[src/eatpc_pkg.sv]
package eatpc_pkg;

   // operating-mode field encodings
   localparam logic [2:0] MODE_OFF0      = 3'h0;   // module off
   localparam logic [2:0] MODE_TIMER     = 3'h1;   // general timer/counter
   localparam logic [2:0] MODE_OFF2      = 3'h2;   // module off
   localparam logic [2:0] MODE_OFF3      = 3'h3;   // module off
   localparam logic [2:0] MODE_IDX_X2    = 3'h4;   // reset on index, x2
   localparam logic [2:0] MODE_MATCH_X2  = 3'h5;   // reset on match, x2
   localparam logic [2:0] MODE_IDX_X4    = 3'h6;   // reset on index, x4
   localparam logic [2:0] MODE_MATCH_X4  = 3'h7;   // reset on match, x4

   // field positions inside the mode code
   localparam int MODE_ENC_BIT   = 2;              // set for all encoder modes
   localparam int MODE_MATCH_BIT = 0;              // set: reset on match
   localparam int MODE_X4_BIT    = 1;              // set: count every edge

   // reset values
   localparam logic [15:0] POS_RESET = 16'h0000;   // position count at reset
   localparam logic [15:0] ALL_ONES  = 16'hFFFF;   // down-count origin

   // timing: synchroniser depth in cycles
   localparam int SYNC_STAGES = 2;

   // configuration bundle travelling from ports into the core
   typedef struct packed {
      logic [2:0] mode;                 // operating_mode_field
      logic       dir_src;              // direction_source_select
      logic       sw_dir;               // software_direction_bit
      logic       clk_src;              // timer_clock_source_select
      logic       gate_en;              // timer_gate_enable
      logic       dir_out_en;           // direction_output_enable
      logic       stop_idle;            // stop_in_idle
      logic       err_irq_dis;          // count_error_irq_disable
   } eatpc_cfg_t;

   // synchronised and edge-detected pin view
   typedef struct packed {
      logic a_lvl;                      // phase A level
      logic b_lvl;                      // phase B level
      logic idx_lvl;                    // index level
      logic a_rise;                     // phase A rising pulse
      logic a_fall;                     // phase A falling pulse
      logic b_rise;                     // phase B rising pulse
      logic b_fall;                     // phase B falling pulse
      logic idx_rise;                   // index rising pulse
   } eatpc_pins_t;

endpackage

[src/eatpc_sync.sv]
`timescale 1ns/1ps
`default_nettype none
// two-flop synchroniser per pin plus edge detector on the settled stage
module eatpc_sync #(
   parameter int WIDTH = 3
) (
   // clock and reset
   input  wire logic             ref_clk,
   input  wire logic             rstn,
   // raw pins
   input  wire logic [WIDTH-1:0] pin_in,
   // settled levels and one-cycle edge pulses
   output logic      [WIDTH-1:0] lvl,
   output logic      [WIDTH-1:0] rise,
   output logic      [WIDTH-1:0] fall
);

   logic [WIDTH-1:0] s1_ff;            // first stage, read only by s2
   logic [WIDTH-1:0] s2_ff;            // settled stage
   logic [WIDTH-1:0] s3_ff;            // previous settled value
   logic [WIDTH-1:0] nxt_s1;
   logic [WIDTH-1:0] nxt_s2;
   logic [WIDTH-1:0] nxt_s3;

   // next values: plain shift
   always_comb
   begin
      nxt_s1 = pin_in;
      nxt_s2 = s1_ff;
      nxt_s3 = s2_ff;
   end

   // registers only
   always_ff @(posedge ref_clk or negedge rstn)
   begin
      if (!rstn)
      begin
         s1_ff <= '0;
         s2_ff <= '0;
         s3_ff <= '0;
      end
      else
      begin
         s1_ff <= nxt_s1;
         s2_ff <= nxt_s2;
         s3_ff <= nxt_s3;
      end
   end

   // edges come from stages two and three only, never from stage one
   genvar gi;
   generate
      for (gi = 0; gi < WIDTH; gi++)
      begin : g_edge
         assign lvl[gi]  = s2_ff[gi];
         assign rise[gi] = s2_ff[gi] & ~s3_ff[gi];
         assign fall[gi] = ~s2_ff[gi] & s3_ff[gi];
      end
   endgenerate

endmodule // eatpc_sync
`default_nettype wire

[src/eatpc_quad.sv]
`timescale 1ns/1ps
`default_nettype none
// quadrature step decoder: compares each new state with the last seen one
module eatpc_quad (
   // clock and reset
   input  wire logic ref_clk,
   input  wire logic rstn,
   // controls
   input  wire logic run,              // low while halted: state frozen
   input  wire logic x4,               // count every edge, else only phase A edges
   // settled phases
   input  wire logic a_lvl,
   input  wire logic b_lvl,
   // step outputs, one-cycle pulses
   output logic      step_up,
   output logic      step_dn,
   output logic      dir_up            // last direction seen
);

   logic [1:0] last_ff;                // last accepted phase state
   logic [1:0] nxt_last;
   logic       dir_ff;
   logic       nxt_dir;
   logic [1:0] cur;
   logic       fwd;
   logic       rev;

   assign cur = {a_lvl, b_lvl};

   // forward: gray sequence 00 -> 10 -> 11 -> 01; halted the old state is kept,
   // so the first transition after wake-up is judged against it
   always_comb
   begin
      fwd = ({last_ff, cur} == 4'b0010) || ({last_ff, cur} == 4'b1011) ||
            ({last_ff, cur} == 4'b1101) || ({last_ff, cur} == 4'b0100);
      rev = ({last_ff, cur} == 4'b0001) || ({last_ff, cur} == 4'b0111) ||
            ({last_ff, cur} == 4'b1110) || ({last_ff, cur} == 4'b1000);
      nxt_last = run ? cur : last_ff;
      nxt_dir  = dir_ff;
      if (run && fwd)
         nxt_dir = 1'b1;
      else if (run && rev)
         nxt_dir = 1'b0;
      // x2 counts only on phase A changes
      step_up = run && fwd && (x4 || (last_ff[1] != cur[1]));
      step_dn = run && rev && (x4 || (last_ff[1] != cur[1]));
   end

   // registers only
   always_ff @(posedge ref_clk or negedge rstn)
   begin
      if (!rstn)
      begin
         last_ff <= 2'b00;
         dir_ff  <= 1'b1;
      end
      else
      begin
         last_ff <= nxt_last;
         dir_ff  <= nxt_dir;
      end
   end

   assign dir_up = dir_ff;

endmodule // eatpc_quad
`default_nettype wire

[src/eatpc_top.sv]
`timescale 1ns/1ps
`default_nettype none
// Behaviour
// mode 001 runs 16-bit timer, max_count period
// timer mode bypasses input noise filters
// timer match asserts encoder event flag
// mode switches keep counter contents
// up count: match clears to zero
// down count: match clears to zero
// software loads period 0xFFFF minus length
// direction source 1: phase B sets direction
// direction source 0: software bit sets direction
// external clock: synchronised phase A edges
// gate enable: phase A gates internal clock
// clock and gate both set: interrupt, hold
// match modes interrupt on rollover, underflow
// index modes interrupt on index, error
// timer interrupts on match, gate fall
// interrupt flag sticky until software clears
// enabled module owns its used pins
// off modes release pins; direction output gated
// sleep halts counter and ignores pins
// after wake, judge against last state
// idle halts only when stop_in_idle set
// reset restores registers, decoder and counter
// count error interrupts unless disabled
// synchronise and edge-detect clock and gate
module eatpc_top (
   // clock and reset
   input  wire logic                  ref_clk,
   input  wire logic                  rstn,
   // configuration bits
   input  wire eatpc_pkg::eatpc_cfg_t cfg,
   input  wire logic [15:0]           max_count,
   input  wire logic                  pos_load,        // software write of the counter
   input  wire logic [15:0]           pos_load_val,
   input  wire logic                  filter_en,       // encoder noise filter requested
   // power state
   input  wire logic                  sleep_mode,
   input  wire logic                  idle_mode,
   // software clears, one-cycle pulses
   input  wire logic                  irq_flag_clr,
   input  wire logic                  event_flag_clr,
   input  wire logic                  count_error_clr,
   // pins
   input  wire logic                  phase_a_pin,
   input  wire logic                  phase_b_pin,
   input  wire logic                  index_pin,
   // pin ownership
   output logic                       own_phase_a,
   output logic                       own_phase_b,
   output logic                       own_index,
   output logic                       direction_status_out,
   output logic                       direction_status_oe,
   // status
   output logic [15:0]                position_count,
   output logic                       encoder_event_flag,
   output logic                       encoder_irq_flag,
   output logic                       count_error_flag,
   output logic                       filter_active,
   output logic                       index_level
);

   logic [2:0] lvl;
   logic [2:0] rise;
   logic [2:0] fall;
   logic       step_up;
   logic       step_dn;
   logic       dir_up;
   logic       is_timer;
   logic       is_enc;
   logic       is_match;
   logic       halted;
   logic       run;
   logic       tick;
   logic       t_up;
   logic       t_match;
   logic       both_sel;
   logic       gate_fall;
   logic       enc_roll;
   logic       enc_under;
   logic       idx_hit;
   logic       err_hit;
   logic       irq_evt;
   logic [15:0] pos_ff;                 // position_count register
   logic [15:0] nxt_pos;
   logic        evt_ff;                 // encoder event flag
   logic        nxt_evt;
   logic        irq_ff;                 // interrupt flag
   logic        nxt_irq;
   logic        err_ff;                 // count error flag
   logic        nxt_err;
   logic        both_ff;                // previous clock-and-gate state
   logic        nxt_both;
   logic        dout_ff;                // direction pin data
   logic        nxt_dout;

   // pins are synchronised once; used raw, no filter stage
   eatpc_sync #(
      .WIDTH  (3)
   ) u_sync (
      .ref_clk (ref_clk),
      .rstn    (rstn),
      .pin_in  ({index_pin, phase_b_pin, phase_a_pin}),
      .lvl     (lvl),
      .rise    (rise),
      .fall    (fall)
   );

   // mode decode
   assign is_timer = (cfg.mode == eatpc_pkg::MODE_TIMER);
   assign is_enc   = cfg.mode[eatpc_pkg::MODE_ENC_BIT];
   assign is_match = is_enc && cfg.mode[eatpc_pkg::MODE_MATCH_BIT];

   // halt on sleep, or on idle with stop_in_idle; pins then ignored
   assign halted = sleep_mode || (idle_mode && cfg.stop_idle);
   assign run    = !halted;

   eatpc_quad u_quad (
      .ref_clk (ref_clk),
      .rstn    (rstn),
      .run     (run && is_enc),
      .x4      (cfg.mode[eatpc_pkg::MODE_X4_BIT]),
      .a_lvl   (lvl[0]),
      .b_lvl   (lvl[1]),
      .step_up (step_up),
      .step_dn (step_dn),
      .dir_up  (dir_up)
   );

   // filter requested but forced off in timer mode
   assign filter_active = filter_en && is_enc;
   assign index_level   = lvl[2];

   // timer tick source: clock and gate together blocks counting
   always_comb
   begin
      both_sel  = cfg.clk_src && cfg.gate_en;
      gate_fall = run && is_timer && cfg.gate_en && !cfg.clk_src && fall[0];
      if (!run || !is_timer || both_sel)
         tick = 1'b0;
      else if (cfg.clk_src)
         tick = rise[0];
      else if (cfg.gate_en)
         tick = lvl[0];
      else
         tick = 1'b1;
      // direction select
      t_up    = cfg.dir_src ? lvl[1] : cfg.sw_dir;
      t_match = (pos_ff == max_count);
   end

   // encoder boundary events
   always_comb
   begin
      enc_roll  = is_match && step_up && (pos_ff == max_count);
      enc_under = is_match && step_dn && (pos_ff == eatpc_pkg::POS_RESET);
      idx_hit   = run && is_enc && !is_match && rise[2];
      err_hit   = run && is_enc && !is_match && !err_ff &&
                  ((step_up && (pos_ff == max_count)) ||
                   (step_dn && (pos_ff == eatpc_pkg::POS_RESET)));
   end

   // counter next value; mode changes never touch it
   always_comb
   begin
      nxt_pos = pos_ff;
      if (pos_load)
         nxt_pos = pos_load_val;
      else if (tick)
      begin
         if (t_match)
            nxt_pos = eatpc_pkg::POS_RESET;
         else if (t_up)
            nxt_pos = pos_ff + 16'h0001;
         else
            nxt_pos = pos_ff - 16'h0001;
      end
      else if (enc_roll)
         nxt_pos = eatpc_pkg::POS_RESET;
      else if (enc_under)
         nxt_pos = max_count;
      else if (idx_hit)
         nxt_pos = dir_up ? eatpc_pkg::POS_RESET : max_count;
      else if (step_up)
         nxt_pos = pos_ff + 16'h0001;
      else if (step_dn)
         nxt_pos = pos_ff - 16'h0001;
   end

   // flags: a set in the clearing cycle wins
   always_comb
   begin
      nxt_both = both_sel && is_timer && run;
      nxt_evt  = evt_ff;
      if (event_flag_clr)
         nxt_evt = 1'b0;
      if (tick && t_match)
         nxt_evt = 1'b1;
      nxt_err = err_ff;
      if (count_error_clr)
         nxt_err = 1'b0;
      if (err_hit)
         nxt_err = 1'b1;
      irq_evt = (tick && t_match) || gate_fall ||
                (nxt_both && !both_ff) ||
                enc_roll || enc_under ||
                idx_hit ||
                (err_hit && !cfg.err_irq_dis);
      nxt_irq = irq_ff;
      if (irq_flag_clr)
         nxt_irq = 1'b0;
      if (irq_evt)
         nxt_irq = 1'b1;
      nxt_dout = is_enc ? dir_up : 1'b0;
   end

   // registers only; all state returns to reset values
   always_ff @(posedge ref_clk or negedge rstn)
   begin
      if (!rstn)
      begin
         pos_ff  <= eatpc_pkg::POS_RESET;
         evt_ff  <= 1'b0;
         irq_ff  <= 1'b0;
         err_ff  <= 1'b0;
         both_ff <= 1'b0;
         dout_ff <= 1'b0;
      end
      else
      begin
         pos_ff  <= nxt_pos;
         evt_ff  <= nxt_evt;
         irq_ff  <= nxt_irq;
         err_ff  <= nxt_err;
         both_ff <= nxt_both;
         dout_ff <= nxt_dout;
      end
   end

   // pin ownership follows the mode table
   always_comb
   begin
      own_phase_a = is_enc || (is_timer && (cfg.clk_src || cfg.gate_en));
      own_phase_b = is_enc || (is_timer && cfg.dir_src);
      own_index   = is_enc && !is_match;
      direction_status_oe = is_enc && cfg.dir_out_en;
   end

   assign direction_status_out = dout_ff;
   assign position_count       = pos_ff;
   assign encoder_event_flag   = evt_ff;
   assign encoder_irq_flag     = irq_ff;
   assign count_error_flag     = err_ff;
endmodule // eatpc_top
`default_nettype wire

[config.mk]
export PLATFORM = sky130hd
export DESIGN_NAME = eatpc_top
export DESIGN_NICKNAME = d
export VERILOG_FILES = /design/src/eatpc_pkg.sv /design/src/eatpc_sync.sv /design/src/eatpc_quad.sv /design/src/eatpc_top.sv
export SDC_FILE = /design/constraint.sdc
export NUM_CORES = 1
export LEC_CHECK = 0
export CAP_MARGIN = 40
export CORE_UTILIZATION = 33
export CTS_CLUSTER_SIZE = 28
export DETAILED_ROUTE_END_ITERATION = 8
export DONT_BUFFER_PORTS = 1
export GPL_TIMING_DRIVEN = 1
export HOLD_SLACK_MARGIN = 0.08
export SYNTH_ARGS = -nofsm -noshare
export SYNTH_HDL_FRONTEND = slang
export SYNTH_SLANG_ARGS = --single-unit
[constraint.sdc]
create_clock -name ref_clk -period 2.8 [get_ports ref_clk]
set_input_delay 0.28 -clock ref_clk [delete_from_list [all_inputs] [get_ports ref_clk]]
set_output_delay 0.28 -clock ref_clk [all_outputs]
set_load 0.1 [all_outputs]
==> results.py, run 1 <==
metrics = {
    "die": {
        "rows": 34,
        "io_pins": 80,
        "die_area_um2": 9560,
        "design.core.area_um2": 8810,
        "start_util_pct": 34.4,
        "die_h_um": 97.8,
        "die_x_um": 97.8,
    },
    "drt": {
        "via_per_inst": 6.10,
        "dr.pass1.iters": 7,
        "drt-initial-drc-count": 342,
        "drcViolationCount": 6,
        "wl_per_cell_um": 21.5,
        "routed-via-count": 3191,
        "totalWireLength_mm": 11.3,
        "ant_nets": 0,
    },
    "power_and_ir_drop": {
        "p_int_w": 0.00111,
        "switching_power_w": 0.00108,
        "total_power_w": 0.00220,
        "combPwrFrac_pct": 50.4,
        "p_leak_nw": 1.55,
        "power.share.sequential_pct": 27.9,
        "vdd_drop_max_mv": 0.195,
        "p_sw_share_pct": 49.3,
        "power.density_nw_per_um2": 596,
        "pwr-share-clk_pct": 21.7,
    },
    "layout": {
        "final_common_cell": "buf_4",
        "final_layout_size_suffix_gt1_share_pct": 19.3,
        "fin_area_um2": 3680,
        "final_cell_mix": "buf_4, nand2_1, dfrtp_1",
        "nets": 471,
        "diodes": 0,
        "multi_input_area_um2": 2070,
        "layout-area-overhead-vs-synth_pct": 21.6,
        "seqCellArea_um2": 803,
        "final_cells": 523,
        "fillers": 892,
    },
    "clock_network": {
        "clk_latency_ns": 0.29,
        "numCtsBuffers": 5,
        "clkSinkCount": 32,
        "post_cts.repair.setup_buffers": 0,
        "cts_buffer_depth": 2,
        "cts_max_level": 2,
        "clk_pin_slew_worst_paths_ns": 0.08,
        "root_buffer": "clkbuf_8",
        "cts_tree": "yes",
    },
    "critical_path": {
        "crit_path_end_kind": "flop",
        "critical_path_class": "reg2reg",
        "start_kind": "flop",
        "arrival_ns": 2.81,
        "worstPathRequired_ns": 2.96,
        "worst-path-max-fanout": 6,
    },
    "min_path": {
        "min_path_type": "in2reg",
    },
    "timing": {
        "fin_setup_tns_ns": 0,
        "slew_headroom_pct": 40.2,
        "drv_slew": 0,
        "hold_violations": 0,
        "layout_min_cycle_time_ns": 2.65,
        "worst_slack_ns": 0.153,
        "max_freq_ghz": 0.378,
        "finalSetupViolations": 0,
        "period_share_pct": 94.5,
        "fin_skew_ns": 0.00828,
        "tightest_slew_ns": 0.898,
    },
    "yosys": {
        "syn_nets": 431,
        "ys_ff_latch": 32,
        "netlist_area_um2": 3030,
        "synth_edf_count": 0,
        "synthCells": 374,
        "yosys_most_used_dff": "dfrtp_1",
        "ys.warnings.count": 0,
        "synth-seq-area-share_pct": 26.5,
        "synth_cell_type_count": 63,
        "async_flop_share_pct": 100,
        "avgSynthCellArea_um2": 8.10,
    },
    "placed_design": {
        "place_inst": 509,
        "dpl-instance-area_um2": 3490,
        "io_buffers": 0,
        "dp_hpwl_mm": 8.67,
        "globalplace.congestion": 1.00,
        "pre_cts_slack_ns": 0.177,
    },
    "grt": {
        "gr-usage-all-layers_pct": 24.2,
        "grt_pass1_wl_mm": 17.9,
        "gr-total-overflow": 0,
        "antenna_found_initial": 0,
        "grt_pass1_vias": 3114,
        "grt_max_degree": 33,
    },
    "run_status": {
        "status": "finished with violations",
        "violations": "design-rule violations",
    },
    "flow_run": {
        "drv_cap": 0,
    },
}
[synthesized netlist by cell type, types with 6 or more instances]
master	number	area share [%]
o22ai_1	7	1.4
clkbuf_1	9	1.1
a22oi_1	8	2.0
mux2i_1	8	2.6
xnor2_1	10	2.9
xor2_1	27	7.8
inv_1	12	1.5
buf_2	12	2.0
a31oi_1	7	1.4
and2_1	6	1.2
nor4_1	9	1.9
o31ai_1	7	1.7
dfrtp_1	31	26
nand3_1	12	2.0
a221oi_1	6	1.7
nor2_1	26	3.2
nor3_1	14	2.3
nand2_1	31	3.8
o21ai_0	20	3.3
a21oi_1	15	2.5
and3_1	8	1.7
o211ai_1	6	1.5
[per-layer routing]
| metal | share of wire, % | global-route usage [%] |
|---|---|---|
| met1 | 43 | 33.1 |
| met4 | 1.7 | 6.18 |
| met2 | 46 | 39.0 |
| met5 | 0 | 0 |
| met3 | 9.1 | 5.30 |
[through the flow]
| stage | hold slack, ns | utilization (%) |
|---|---|---|
| final | 0.0968 | 41.8 |
| after global placement | -0.0150 | 38.6 |
| after CTS | 0.0887 | 41.7 |
| after global routing | 0.0899 | 41.8 |
| after detailed placement | -0.0150 | 39.6 |
| after floorplan | -0.0156 | - |
[power groups by stage]
stage / registers, W / logic [W] / clock network (W)
global route: 0.000622 / 0.00118 / 0.000509
CTS: 0.000610 / 0.00110 / 0.000484
floorplan: 0.000947 / 0.000502 / 0
global placement: 0.000617 / 0.00106 / 0
detailed placement: 0.000620 / 0.00107 / 0
finish: 0.000613 / 0.00111 / 0.000476
[final cells by class]
| type | instances | share of cell area (%) |
|---|---|---|
| multi-input combinational | 305 | 56.2 |
| sequential | 32 | 21.8 |
| timing repair buffer | 58 | 14.1 |
| tap | 108 | 3.67 |
| clock buffer | 5 | 1.87 |
| inverter | 12 | 1.22 |
| clock inverter | 3 | 1.16 |
[critical path, stage by stage (launching register included)]
cell      delay, ns
dfrtp_1        0.45
xor2_1         0.20
nor4_1         0.41
nand4_1        0.16
buf_4          0.17
buf_4          0.15
o31ai_2        0.33
buf_4          0.18
nor3_1         0.04
inv_1          0.25
o221ai_1       0.17
[sequential cells by signal (all words and copies together) (netlist names)]
register and cells:
u_sync.nxt_s2 3, direction_status_out 1, position_count 16, encoder_event_flag 1
u_sync.lvl 3, u_sync.s3_ff 2, encoder_irq_flag 1, count_error_flag 1
u_quad.last_ff 2, both_ff 1, u_quad.dir_up 1
[logic make-up after synthesis]
| group | count (synthesis) | share of synthesized area, % |
|---|---|---|
| muxes | 11 | 3.76 |
| AOI/OAI and AO/OA | 113 | 26.4 |
| buffers and inverters | 37 | 6.07 |
| adders and majority gates | 3 | 1.24 |
| and+or+nand+nor | 141 | 25.3 |
| xor gates and xnor gates | 37 | 10.7 |
| DFF | 32 | 26.5 |
[timing repair]
item / in CTS / in global routing
endpoints found under the setup margin: 0 / 7
hold endpoints to repair: 36 / 0
resized for setup: 0 / 3
hold buffers: 6 / 0
[final timing paths]
check	slack, ns	cells past startpoint	start	end
max in group asynchronous	2.11	2	rstn	u_quad.dir_up
worst max-delay path	0.15	10	position_count[0]	position_count[13]
worst min-delay path	0.1	1	event_flag_clr	encoder_event_flag
min in group asynchronous	0.44	2	rstn	position_count[15]
worst max register to register	0.15	10	position_count[0]	position_count[13]
worst min register to register	0.35	0	u_sync.nxt_s2[1]	u_sync.lvl[1]
No activity file was read; power rests on OpenSTA's default activity.
==> run 2: changes to the inputs <==
--- a/constraint.sdc
+++ b/constraint.sdc
@@ -3,2 +3,2 @@
 set_output_delay 0.28 -clock ref_clk [all_outputs]
-set_load 0.1 [all_outputs]
+set_load 0.005 [all_outputs]
==> results.py, run 2 (synthesis results as in run 1) <==
metrics = {
    "power_and_ir_drop": {
        "power.density_nw_per_um2": 488,
        "vdd_drop_max_mv": 0.214,
        "p_leak_nw": 1.42,
        "total_power_w": 0.00167,
    },
    "timing": {
        "layout_min_cycle_time_ns": 2.63,
        "tightest_slew_ns": 0.809,
        "max_freq_ghz": 0.380,
        "drv_slew": 0,
        "rsz0062_at_grt": "no",
        "finalSetupViolations": 0,
        "fin_skew_ns": 0.00636,
        "slew_headroom_pct": 45.6,
        "period_share_pct": 93.9,
        "fin_setup_tns_ns": 0,
        "hold_violations": 0,
    },
    "placed_design": {
        "dp_hpwl_mm": 8.86,
        "io_buffers": 0,
        "globalplace.congestion": 0.953,
        "dpl-instance-area_um2": 3260,
        "place_inst": 488,
    },
    "layout": {
        "final_cells": 502,
        "layout-area-overhead-vs-synth_pct": 13.3,
        "multi_input_area_um2": 2050,
        "final_cell_mix": "nand2_1, dfrtp_1, buf_4",
        "utilization_pct": 39.0,
        "final_layout_size_suffix_gt1_share_pct": 13.7,
        "fin_area_um2": 3430,
        "fillers": 896,
        "seqCellArea_um2": 802,
        "nets": 450,
        "diodes": 0,
        "largest_reg_flops": 16,
    },
    "run_status": {
        "violations": "design-rule violations",
        "status": "finished with violations",
    },
    "drt": {
        "dr.pass1.iters": 9,
        "ant_nets": 0,
        "totalWireLength_mm": 11.3,
        "drt-initial-drc-count": 311,
        "routed-via-count": 3101,
        "drcViolationCount": 10,
        "via_per_inst": 6.18,
        "wl_per_cell_um": 22.5,
    },
    "critical_path": {
        "crit_path_end_kind": "flop",
        "worstPathRequired_ns": 3.00,
        "r2r_setup_slack_ns": 0.17,
        "critical_path_class": "reg2reg",
        "start_kind": "flop",
        "worst-path-max-fanout": 13,
        "arrival_ns": 2.83,
    },
    "grt": {
        "gr-total-overflow": 0,
        "gr-usage-all-layers_pct": 24.2,
        "grt_pass1_wl_mm": 17.7,
        "grt_pass1_vias": 3182,
        "antenna_found_initial": 0,
        "grt_max_degree": 33,
    },
    "clock_network": {
        "clk_latency_ns": 0.30,
        "numCtsBuffers": 5,
        "post_cts.repair.setup_buffers": 0,
        "clkSinkCount": 32,
        "cts_buffer_depth": 2,
        "root_buffer": "clkbuf_8",
        "clk_pin_slew_worst_paths_ns": 0.08,
        "cts_tree": "yes",
        "cts_max_level": 2,
    },
    "flow_run": {
        "drv_cap": 0,
    },
    "die": {
        "start_util_pct": 34.4,
        "design.core.area_um2": 8810,
        "die_h_um": 97.8,
        "die_area_um2": 9560,
        "io_pins": 80,
        "die_x_um": 97.8,
        "rows": 34,
    },
    "min_path": {
        "min_path_type": "in2reg",
    },
}
[run 2: metal layers]
| metal | global-route usage [%] | up-vias | wire [um] |
|---|---|---|---|
| li1 | - | 1449 | - |
| met1 | 31.9 | 1487 | 4840 |
| met2 | 37.6 | 141 | 5160 |
| met3 | 6.16 | 24 | 986 |
| met4 | 10.0 | 0 | 302 |
| met5 | 0 | - | 0 |
[run 2: worst max-delay path, stage by stage (launching register included)]
cell and delay [ns]:
dfrtp_1 0.54, or4_4 0.66, nor3b_4 0.27, o2111ai_2 0.21, o21ai_2 0.29, a221o_1 0.25
a21oi_1 0.04, o31ai_1 0.27
[run 2: worst paths after layout]
| path | from | to | depth (start not counted) |
|---|---|---|---|
| max in group asynchronous | rstn | u_quad.dir_up | 2 |
| setup / recovery | position_count[5] | position_count[3] | 7 |
| hold reg to reg | u_sync.nxt_s2[2] | u_sync.lvl[2] | 0 |
| min in group asynchronous | rstn | u_sync.s3_ff[2] | 2 |
| setup reg to reg | position_count[5] | position_count[3] | 7 |
| hold / removal | count_error_clr | count_error_flag | 1 |
[run 2: stage by stage]
stage / worst slack (ns) / hold WS [ns]
detailed placement: 0.220 / -0.0150
floorplan: 0.513 / -0.0156
CTS: 0.194 / 0.0913
global route: 0.0192 / 0.0985
global placement: 0.244 / -0.0150
finish: 0.170 / 0.0893
[run 2: layout make-up]
type / count / share of cell area (%)
Timing Repair Buffer: 37 / 8.83
Clock inverter: 3 / 0.693
Inverter: 12 / 1.31
Sequential cell: 32 / 23.4
Multi-Input combinational cell: 305 / 59.8
Clock buffer: 5 / 2.01
Tap cell: 108 / 3.94
[run 2: repair_timing]
| action | in CTS | in global routing |
|---|---|---|
| endpoints found under the hold margin | 36 | 0 |
| endpoints found under the setup margin | 0 | 1 |
| hold buffers | 6 | 0 |
| gates resized for setup | 0 | 1 |
[run 2: power breakdown]
group | internal (W) | switching (W)
logic | 0.000283 | 0.000361
clock network | 0.000176 | 0.000216
registers | 0.000524 | 0.000115
